### src/common/ext_bus_pkg.sv
package ext_bus_pkg;

  typedef enum logic [2:0] {
    ST_IDLE     = 3'b000,
    ST_START    = 3'b001,
    ST_WAIT     = 3'b010,
    ST_RECOVER  = 3'b011,
    ST_INTERNAL = 3'b100
  } bus_state_type;

  // port width code, also the level read from the transfer-size pins at reset
  localparam logic [1:0] WIDTH_32 = 2'h0;
  localparam logic [1:0] WIDTH_8 = 2'h1;
  localparam logic [1:0] WIDTH_16 = 2'h2;
  localparam logic [1:0] WIDTH_RESET = WIDTH_32;

  // access size code, driven on the transfer-size pins during a cycle
  localparam logic [1:0] SIZE_LONG = 2'h0;
  localparam logic [1:0] SIZE_BYTE = 2'h1;
  localparam logic [1:0] SIZE_WORD = 2'h2;

  // target of a request, decoded upstream
  localparam logic [1:0] TGT_EXT_SRAM = 2'h0;
  localparam logic [1:0] TGT_SDRAM = 2'h1;
  localparam logic [1:0] TGT_ONCHIP_PERIPH = 2'h2;
  localparam logic [1:0] TGT_ONCHIP_MEM = 2'h3;

  localparam int ADDR_PINS = 24;
  localparam int DATA_PINS = 16;
  localparam int CHIP_SELECTS = 8;
  localparam int BOOT_CS = 0;
  localparam int SYNC_STAGES = 2;
  // cycles after reset release before the transfer-size pins are sampled
  localparam logic [1:0] STRAP_CYCLES = 2'h3;

  localparam logic [1:0] LANES_UPPER = 2'h2;
  localparam logic [1:0] LANES_LOWER = 2'h1;
  localparam logic [1:0] LANES_BOTH = 2'h3;
  localparam logic [1:0] LANES_NONE = 2'h0;

endpackage

### src/core/pin_sync.sv
`timescale 1ns/1ps
`default_nettype none

module pin_sync #(
  parameter int WIDTH = 1,
  parameter logic [WIDTH-1:0] INIT = '0
) (
  input wire logic clk,
  input wire logic rst,
  input wire logic [WIDTH-1:0] pins,
  output logic [WIDTH-1:0] synced
);

  // first stage is read only by the second stage
  logic [WIDTH-1:0] meta_q;
  logic [WIDTH-1:0] sync_q;

  always_ff @(posedge clk or posedge rst) begin
    if (rst) begin
      meta_q <= INIT;
      sync_q <= INIT;
    end else begin
      meta_q <= pins;
      sync_q <= meta_q;
    end
  end

  assign synced = sync_q;

endmodule

`default_nettype wire

### src/core/ext_bus_cycle.sv
// Summary of operation
// - during external sram and peripheral cycles a byte-lane strobe is driven low for each byte to move.
// - only the byte lanes the current access uses get a strobe, the others stay negated.
// - strobe bit 1 serves the most significant data lane and bit 0 the least significant lane.
// - on-chip peripheral accesses also assert strobes, on-chip memory accesses never do.
// - during sdram cycles the strobes act as column strobes where high marks a transferred byte.
// - output enable is asserted only during external sram read cycles.
// - the slave acknowledges completion and on a read the data bus is captured at that acknowledge.
// - on a write the cycle ends as soon as the acknowledge is recognised.
// - an error acknowledge ends the cycle and raises an access error toward the core.
// - direction is high for reads and low for writes, and the sdram write strobe carries it for sdram.
// - each chip select has its own port width code of 8, 16 or 32 bits; 16 and 32 both move 16 bits per beat, with accesses split to fit.
// - the boot chip select width comes from the transfer-size pins at reset, which then become outputs.
// - transfer start marks the first cycle of each beat and transfer in progress covers each beat, negating between beats.
// - the low 24 address bits appear on the address pins.
`timescale 1ns/1ps
`default_nettype none

module ext_bus_cycle #(
  parameter int CS_COUNT = ext_bus_pkg::CHIP_SELECTS
) (
  input wire logic clk,
  input wire logic rst,
  input wire logic req_valid,
  input wire logic req_write,
  input wire logic [31:0] req_addr,
  input wire logic [1:0] req_size,
  input wire logic [1:0] req_target,
  input wire logic [$clog2(CS_COUNT)-1:0] req_cs,
  input wire logic [31:0] req_wdata,
  output logic busy,
  output logic done,
  output logic access_error,
  output logic [31:0] rdata,
  input wire logic width_cfg_wr,
  input wire logic [$clog2(CS_COUNT)-1:0] width_cfg_cs,
  input wire logic [1:0] width_cfg_val,
  output logic [ext_bus_pkg::ADDR_PINS-1:0] addr_pins,
  input wire logic [ext_bus_pkg::DATA_PINS-1:0] data_pins_in,
  output logic [ext_bus_pkg::DATA_PINS-1:0] data_pins_out,
  output logic data_pins_oe,
  output logic [1:0] byte_lane_strobe_n,
  output logic output_enable_n,
  output logic read_write,
  output logic sdram_write_strobe_n,
  output logic transfer_begin_n,
  output logic transfer_ongoing_n,
  input wire logic transfer_ack_n,
  input wire logic bus_error_ack_n,
  input wire logic [1:0] access_width_pins_in,
  output logic [1:0] access_width_pins_out,
  output logic access_width_pins_oe
);

  localparam int CSW = $clog2(CS_COUNT);

  function automatic logic [2:0] beat_count(input logic [1:0] size, input logic narrow);
    if (size == ext_bus_pkg::SIZE_BYTE) begin
      beat_count = 3'h1;
    end else if (size == ext_bus_pkg::SIZE_WORD) begin
      beat_count = narrow ? 3'h2 : 3'h1;
    end else begin
      beat_count = narrow ? 3'h4 : 3'h2;
    end
  endfunction

  function automatic logic [1:0] lane_mask(input logic byte_chunk, input logic narrow, input logic a0);
    if (narrow) begin
      lane_mask = ext_bus_pkg::LANES_UPPER;
    end else if (byte_chunk) begin
      lane_mask = a0 ? ext_bus_pkg::LANES_LOWER : ext_bus_pkg::LANES_UPPER;
    end else begin
      lane_mask = ext_bus_pkg::LANES_BOTH;
    end
  endfunction

  ext_bus_pkg::bus_state_type state_q, state_d;
  logic busy_q, busy_d, done_q, done_d, err_q, err_d, fin_q, fin_d;
  logic write_q, write_d;
  logic [1:0] size_q, size_d, target_q, target_d;
  logic [CSW-1:0] cs_q, cs_d;
  logic [31:0] addr_q, addr_d, wsh_q, wsh_d, rsh_q, rsh_d, rdata_q, rdata_d;
  logic [2:0] beat_q, beat_d;
  logic [1:0] width_q [CS_COUNT];
  logic [1:0] strap_cnt_q;
  logic strap_done_q;

  logic [ext_bus_pkg::ADDR_PINS-1:0] addr_pins_q;
  logic [ext_bus_pkg::DATA_PINS-1:0] dout_q;
  logic doe_q, oe_n_q, rw_q, sdwe_n_q, ts_n_q, tip_n_q, awp_oe_q;
  logic [1:0] strobe_n_q, awp_q;

  // ack, error ack, width straps and data all cross through the same two stages
  logic ack_n_s, err_n_s;
  logic [1:0] straps_s;
  logic [ext_bus_pkg::DATA_PINS-1:0] din_s;

  pin_sync #(
    .WIDTH(ext_bus_pkg::DATA_PINS + 4),
    .INIT({2'h3, 2'h0, 16'h0000})
  ) u_pin_sync (
    .clk(clk),
    .rst(rst),
    .pins({transfer_ack_n, bus_error_ack_n, access_width_pins_in, data_pins_in}),
    .synced({ack_n_s, err_n_s, straps_s, din_s})
  );

  // decode of the request being issued and of the cycle in flight
  wire accept = req_valid && !busy_q;
  wire narrow_q = (width_q[cs_q] == ext_bus_pkg::WIDTH_8);
  wire chunk_byte_q = narrow_q || (size_q == ext_bus_pkg::SIZE_BYTE);
  wire last_beat = (beat_q == beat_count(size_q, narrow_q) - 3'h1);
  wire ack_seen = !ack_n_s;
  wire err_seen = !err_n_s;
  wire quiet = ack_n_s && err_n_s;
  wire [7:0] rbyte = (!narrow_q && addr_q[0]) ? din_s[7:0] : din_s[15:8];
  wire [31:0] rsh_next = chunk_byte_q ? {rsh_q[23:0], rbyte} : {rsh_q[15:0], din_s};
  wire [31:0] wsh_next = chunk_byte_q ? {wsh_q[23:0], 8'h00} : {wsh_q[15:0], 16'h0000};
  wire [31:0] addr_next = addr_q + (chunk_byte_q ? 32'h1 : 32'h2);
  wire [31:0] wsh_load = (req_size == ext_bus_pkg::SIZE_BYTE) ? {req_wdata[7:0], 24'h0} :
                         (req_size == ext_bus_pkg::SIZE_WORD) ? {req_wdata[15:0], 16'h0} : req_wdata;

  always_comb begin
    state_d = state_q;
    busy_d = busy_q;
    done_d = 1'b0;
    err_d = 1'b0;
    fin_d = fin_q;
    write_d = write_q;
    size_d = size_q;
    target_d = target_q;
    cs_d = cs_q;
    addr_d = addr_q;
    wsh_d = wsh_q;
    rsh_d = rsh_q;
    rdata_d = rdata_q;
    beat_d = beat_q;
    case (state_q)
      ext_bus_pkg::ST_IDLE: begin
        busy_d = 1'b0;
        if (accept) begin
          write_d = req_write;
          size_d = req_size;
          target_d = req_target;
          cs_d = req_cs;
          addr_d = req_addr;
          wsh_d = wsh_load;
          rsh_d = 32'h0;
          beat_d = 3'h0;
          fin_d = 1'b0;
          if (req_target == ext_bus_pkg::TGT_ONCHIP_MEM) begin
            done_d = 1'b1;
          end else if (req_target == ext_bus_pkg::TGT_ONCHIP_PERIPH) begin
            busy_d = 1'b1;
            state_d = ext_bus_pkg::ST_INTERNAL;
          end else begin
            busy_d = 1'b1;
            state_d = ext_bus_pkg::ST_START;
          end
        end
      end
      ext_bus_pkg::ST_START: begin
        state_d = ext_bus_pkg::ST_WAIT;
      end
      ext_bus_pkg::ST_WAIT: begin
        // error ack wins over a simultaneous ack and drops the remaining beats
        if (err_seen) begin
          err_d = 1'b1;
          fin_d = 1'b1;
          state_d = ext_bus_pkg::ST_RECOVER;
        end else if (ack_seen) begin
          rsh_d = write_q ? rsh_q : rsh_next;
          wsh_d = wsh_next;
          addr_d = addr_next;
          beat_d = beat_q + 3'h1;
          state_d = ext_bus_pkg::ST_RECOVER;
          if (last_beat) begin
            fin_d = 1'b1;
            done_d = 1'b1;
            rdata_d = write_q ? rdata_q : rsh_next;
          end
        end
      end
      ext_bus_pkg::ST_RECOVER: begin
        // the synchronised ack lags the pin, so wait for it to clear before the next beat
        if (quiet) begin
          state_d = fin_q ? ext_bus_pkg::ST_IDLE : ext_bus_pkg::ST_START;
          busy_d = !fin_q;
        end
      end
      ext_bus_pkg::ST_INTERNAL: begin
        done_d = 1'b1;
        busy_d = 1'b0;
        state_d = ext_bus_pkg::ST_IDLE;
      end
      default: begin
        state_d = ext_bus_pkg::ST_IDLE;
        busy_d = 1'b0;
      end
    endcase
  end

  // pin values follow the next state so every pin comes from a flip-flop
  wire pins_on = (state_d == ext_bus_pkg::ST_START) || (state_d == ext_bus_pkg::ST_WAIT);
  wire narrow_d = (width_q[cs_d] == ext_bus_pkg::WIDTH_8);
  wire chunk_byte_d = narrow_d || (size_d == ext_bus_pkg::SIZE_BYTE);
  wire [1:0] lanes_d = lane_mask(chunk_byte_d, narrow_d, addr_d[0]);
  wire is_sdram = (target_d == ext_bus_pkg::TGT_SDRAM);
  wire is_sram = (target_d == ext_bus_pkg::TGT_EXT_SRAM);
  wire is_periph = (state_d == ext_bus_pkg::ST_INTERNAL);
  wire [1:0] strobe_n_d = (pins_on && is_sdram) ? ~(~lanes_d) :
                          ((pins_on && is_sram) || is_periph) ? ~lanes_d :
                          2'h3;
  wire [15:0] dout_d = chunk_byte_d ? {wsh_d[31:24], wsh_d[31:24]} : wsh_d[31:16];

  always_ff @(posedge clk or posedge rst) begin
    if (rst) begin
      state_q <= ext_bus_pkg::ST_IDLE;
      busy_q <= 1'b1;
      done_q <= 1'b0;
      err_q <= 1'b0;
      fin_q <= 1'b0;
      write_q <= 1'b0;
      size_q <= ext_bus_pkg::SIZE_LONG;
      target_q <= ext_bus_pkg::TGT_EXT_SRAM;
      cs_q <= '0;
      addr_q <= 32'h0;
      wsh_q <= 32'h0;
      rsh_q <= 32'h0;
      rdata_q <= 32'h0;
      beat_q <= 3'h0;
    end else begin
      state_q <= state_d;
      // busy holds through the strap window
      busy_q <= strap_done_q ? busy_d : 1'b1;
      done_q <= done_d;
      err_q <= err_d;
      fin_q <= fin_d;
      write_q <= write_d;
      size_q <= size_d;
      target_q <= target_d;
      cs_q <= cs_d;
      addr_q <= addr_d;
      wsh_q <= wsh_d;
      rsh_q <= rsh_d;
      rdata_q <= rdata_d;
      beat_q <= beat_d;
    end
  end

  always_ff @(posedge clk or posedge rst) begin
    if (rst) begin
      strap_cnt_q <= 2'h0;
      strap_done_q <= 1'b0;
      for (int i = 0; i < CS_COUNT; i++) begin
        width_q[i] <= ext_bus_pkg::WIDTH_RESET;
      end
    end else if (!strap_done_q) begin
      strap_cnt_q <= strap_cnt_q + 2'h1;
      if (strap_cnt_q == ext_bus_pkg::STRAP_CYCLES - 2'h1) begin
        strap_done_q <= 1'b1;
        width_q[ext_bus_pkg::BOOT_CS] <= straps_s;
      end
    end else if (width_cfg_wr) begin
      width_q[width_cfg_cs] <= width_cfg_val;
    end
  end

  always_ff @(posedge clk or posedge rst) begin
    if (rst) begin
      addr_pins_q <= '0;
      dout_q <= '0;
      doe_q <= 1'b0;
      strobe_n_q <= 2'h3;
      oe_n_q <= 1'b1;
      rw_q <= 1'b1;
      sdwe_n_q <= 1'b1;
      ts_n_q <= 1'b1;
      tip_n_q <= 1'b1;
      awp_q <= 2'h0;
      awp_oe_q <= 1'b0;
    end else begin
      addr_pins_q <= addr_d[ext_bus_pkg::ADDR_PINS-1:0];
      dout_q <= dout_d;
      doe_q <= pins_on && write_d;
      strobe_n_q <= strobe_n_d;
      oe_n_q <= !(pins_on && is_sram && !write_d);
      rw_q <= !(pins_on && write_d);
      sdwe_n_q <= !(pins_on && is_sdram && write_d);
      ts_n_q <= (state_d != ext_bus_pkg::ST_START);
      tip_n_q <= !pins_on;
      awp_q <= pins_on ? size_d : 2'h0;
      awp_oe_q <= strap_done_q;
    end
  end

  assign busy = busy_q;
  assign done = done_q;
  assign access_error = err_q;
  assign rdata = rdata_q;
  assign addr_pins = addr_pins_q;
  assign data_pins_out = dout_q;
  assign data_pins_oe = doe_q;
  assign byte_lane_strobe_n = strobe_n_q;
  assign output_enable_n = oe_n_q;
  assign read_write = rw_q;
  assign sdram_write_strobe_n = sdwe_n_q;
  assign transfer_begin_n = ts_n_q;
  assign transfer_ongoing_n = tip_n_q;
  assign access_width_pins_out = awp_q;
  assign access_width_pins_oe = awp_oe_q;

endmodule

`default_nettype wire

### config.mk
export PLATFORM = sky130hd
export DESIGN_NAME = ext_bus_cycle
export DESIGN_NICKNAME = d
export VERILOG_FILES = /design/src/common/ext_bus_pkg.sv /design/src/core/pin_sync.sv /design/src/core/ext_bus_cycle.sv
export SDC_FILE = /design/constraint.sdc
export NUM_CORES = 1
export LEC_CHECK = 0
export BUFFER_PORTS_ARGS = -buffer_cell sky130_fd_sc_hd__buf_4
export CAP_MARGIN = 20
export CORE_UTILIZATION = 47
export CTS_CLUSTER_SIZE = 30
export DETAILED_ROUTE_END_ITERATION = 16
export PLACE_DENSITY = 0.7
export SLEW_MARGIN = 20
export SYNTH_ARGS = -nofsm -noshare
export SYNTH_HDL_FRONTEND = slang
export SYNTH_SLANG_ARGS = --single-unit
export TNS_END_PERCENT = 20
### constraint.sdc
create_clock -name clk -period 7.4 [get_ports clk]
set_clock_uncertainty 0.05 [all_clocks]
set_input_delay 0.74 -clock clk [delete_from_list [all_inputs] [get_ports clk]]
set_output_delay 0.74 -clock clk [all_outputs]
set_load 0.01 [all_outputs]
==> reports/results.tsv <==
stage	metric	value	unit
outcome	status	complete, no violations	
logic_synthesis	syn nets	958	
logic_synthesis	simple logic cell fraction of the synthesized area	0.121	
timing	min Tclk post-route	3.99	ns
min_path	Hold EP	u_pin_sync.meta_q[12]$_DFF_PP0_	
placed_design	dpl cells	1252	
logic_synthesis	predominant post-synthesis flop cell	dfrtp_1	
clock_tree	Clock Latency Late Sink	0.51	ns
timing	RSZ-0062 raised after global routing	no	
clock_tree	TritonCTS clock tree	built	
pwr	Worst VDD drop	0.229	mV
timing	period utilization	0.539	
global_route	largest net degree at the start of global routing	145	
worst_setup_path	Worst path most repeated cell	ha_1	
clock_tree	CTS Buf Count	23	
logic_synthesis	Async SR Flop Fraction	1.00	
finish	fin cells	1293	
placed_design	GPL Wtd Cong	0.864	
die	Die H	145	um
global_route	vias in the first global route	7069	
finish	Final #Nets	1119	
timing	Worst slew margin	0.276	
drt	Via density	5.78	
timing	worst hold margin	0.285	ns
logic_synthesis	compound-cell area share of the yosys netlist	0.130	
clock_tree	Clock transition at path regs	0.06	ns
worst_setup_path	crit-path max FO	32	
clock_tree	clk buf depth	3	
pwr	LEAKAGE	5.56	nW
drt	drt first pass iters	6	
global_route	initial antenna violation count	0	
worst_setup_path	worst r2r src	width_q[15]$_DFFE_PP0P_	
logic_synthesis	yosys warns	0	
die	initial core utilization	0.484	
die	# IOs	187	
pwr	pwr dens	392	nW/um2
clock_tree	post-CTS setup buffer count	0	
worst_setup_path	reg-to-reg endpoint	rdata[3]$_DFFE_PP0P_	
drt	initial drt markers	568	
clock_tree	Clock Sinks	208	
worst_setup_path	reg2reg setup slack	3.41	ns
finish	area grow syn2layout	24.0	%
drt	WL final	23800	um
logic_synthesis	register area share after synthesis	0.547	
die	die width	145	um
logic_synthesis	Post-Synth Adder-Cell Area	0.00996	
drt	Antenna Nets Post-Route	0	
timing	Hold Fails Final Rpt	0	
logic_synthesis	mux cell area share after synthesis	0.146	
worst_setup_path	Critical Path Source Type	register	
drt	DR vias	7472	
logic_synthesis	Syn Inst Count	851	
logic_synthesis	syn avg cell area	11.2	um2
worst_setup_path	crit path kind	register to register	
logic_synthesis	EDFF count, synth	0	
min_path	Min-Delay Path Depth	1	
logic_synthesis	Yosys cell types	62	
clock_tree	Max H-tree Level	1	
logic_synthesis	synthesized cell area	9550	um2
worst_setup_path	Cell Chain, Critical Path	nand2b_1 -> mux4_2 -> mux2_2 -> ha_1 -> nand2_1 -> ha_1 -> xnor2_1 -> nor3_1 -> or4b_1 -> a21oi_4 -> buf_4 -> mux2_1	
finish	most common cell after layout, fill and taps aside	dfrtp_1	
finish	fraction of layout cells with a size suffix above 1	0.292	
clock_tree	# resized after CTS	0	
worst_setup_path	WP data required	7.73	ns
placed_design	DP Wirelength	15700	um
timing	Max Clock Freq	0.251	GHz
timing	Max Slew Vio Count	0	
drt	average routed wire per standard cell	18.4	um
finish	fillers	1642	
worst_setup_path	CP arrival	4.32	ns
worst_setup_path	critical path's slowest cell	or4b_1	
finish	post-layout instance area	11800	um2
drt	# DRC	0	
global_route	remaining global-route overflow	0	
timing	setup TNS	0	ns
global_route	global-route wire length before repair	37600	um
timing	Finish-stage setup viols	0	
clock_tree	Post-CTS Hold Buffers	0	
global_route	GRT Overall Usage	0.232	
clock_tree	Root Buffer	clkbuf_16	
die	full die area	20900	um2
die	# rows	51	
worst_setup_path	path depth of the worst reg2reg path	12	
placed_design	cell area after placement	11100	um2
die	core region area	19700	um2
worst_setup_path	Critical Path End Type	register	
worst_setup_path	CP max stage delay	0.53	ns
placed_design	# port buffers	178	
finish	# diodes	0	
min_path	HP Start	data_pins_in[12]	
finish	commonest cells after routing, fill and taps aside	dfrtp_1 (196), buf_4 (186), nand2_1 (127), mux2i_1 (58), mux2_2 (47)	
logic_synthesis	Synth Area in XOR/XNOR	0.00550	
min_path	HP Class	input port to register	
run	max_cap viols	0	
logic_synthesis	largest family of logic cells by synthesized area	multiplexers	
timing	Worst-Margin Slew	1.09	ns
logic_synthesis	Yosys reg bits	208	
-- worst max-delay path by stage --
stage / startpoint / end / slack, ns
after floorplan: rst / access_error$_DFF_PP0_ / 0.95
after global placement: req_valid / data_pins_out[4]$_DFF_PP0_ / 3.45
after detailed placement: width_q[15]$_DFFE_PP0P_ / rdata[28]$_DFFE_PP0P_ / 3.42
after CTS: width_q[9]$_DFFE_PP0P_ / rdata[3]$_DFFE_PP0P_ / 3.40
after global routing: width_q[15]$_DFFE_PP0P_ / rdata[3]$_DFFE_PP0P_ / 3.17
final: width_q[15]$_DFFE_PP0P_ / rdata[3]$_DFFE_PP0P_ / 3.41
-- cell families after synthesis --
group	count (synthesis)
AO/OA/AOI/OAI	163
AND/OR/NAND/NOR	251
flip-flops	208
multiplexers	128
adder cells (fa/ha/maj)	8
XOR/XNOR	6
buffers and inverters	87
-- metrics by stage --
stage               worst slack (ns)  power [mW]   util
floorplan                      0.949        2.85      -
global placement                3.45        3.45  0.561
detailed placement              3.42        3.49  0.561
CTS                             3.40        4.67  0.600
global route                    3.17        4.92  0.600
finish                          3.41        4.64  0.600
-- metal layers --
layer | vias to the layer above | wire (um) | share of wire | global-route usage
met4 | 0 | 412 | 0.017 | 0.0676
met3 | 33 | 1600 | 0.067 | 0.0344
met2 | 298 | 11300 | 0.48 | 0.363
met1 | 3724 | 10500 | 0.44 | 0.332
li1 | 3417 | - | - | -
met5 | - | 0 | 0 | 0
-- state kept, by name (all words and copies together), names as in the netlist, 2 cells and up --
name	cells
access_width_pins_out	2
byte_lane_strobe_n	2
addr_q	24
state_q	3
rdata	32
rsh_q	24
size_q	2
cs_q	3
beat_q	3
width_q	16
wsh_q	25
u_pin_sync.synced	20
target_q	2
strap_cnt_q	2
u_pin_sync.meta_q	20
data_pins_out	15
-- critical path, delay by kind of cell, from the launching register on --
| family | cells | cell delay, ns |
|---|---|---|
| mux | 3 | 1.20 |
| simple gates | 4 | 0.96 |
| fa+ha+maj | 2 | 0.56 |
| buf+inv | 1 | 0.45 |
| flops | 1 | 0.38 |
| compound gates | 1 | 0.14 |
| xor+xnor | 1 | 0.12 |
-- report_power, final --
part | leakage [nW] | switching (mW) | total, mW | internal, mW
registers | 2.61 | 0.290 | 1.78 | 1.49
logic | 2.57 | 0.911 | 1.71 | 0.796
clock network | 0.379 | 0.460 | 1.15 | 0.692
-- cell type report --
type / instances / area, um2 / share of cell area
Tap cell: 265 / 332 / 0.0280
Clock buffer: 30 / 652 / 0.0551
Multi-Input combinational cell: 556 / 3970 / 0.336
Clock inverter: 11 / 118 / 0.00994
Inverter: 37 / 146 / 0.0124
Sequential cell: 208 / 5220 / 0.441
Timing Repair Buffer: 186 / 1400 / 0.118
-- synth_stat cells, types with 3 or more instances --
cell      count  area [um2]
dfrtp_1     196        4900
nand2_1     127         477
mux2i_1      58         581
mux2_2       47         529
inv_1        36         135
nor2_1       36         135
clkbuf_1     26        97.6
o21ai_0      24         120
mux2_1       21         236
a21oi_1      20         100
o311ai_0     20         175
nand3_1      17        85.1
a32o_1       14         140
nand2b_1     13        81.3
a221o_1      12         120
dfstp_2      12         315
o21ai_1      12        60.1
a32oi_1      11        96.3
buf_4        11        82.6
nor3_1       11        55.1
a222oi_1     10         100
a22o_1       10        87.6
nor2b_1       8        50.1
a221oi_1      7        61.3
and3_1        7        43.8
buf_1         6        22.5
ha_1          6        75.1
and2_1        5        31.3
buf_2         5        25.0
nand4_1       5        31.3
nor3b_1       5        37.5
xnor2_1       5        43.8
a22oi_1       4        30.0
a31oi_1       4        25.0
or2_2         4        25.0
nor4_1        3        18.8
or3_1         3        18.8
No activity file was read; power rests on OpenSTA's default activity.
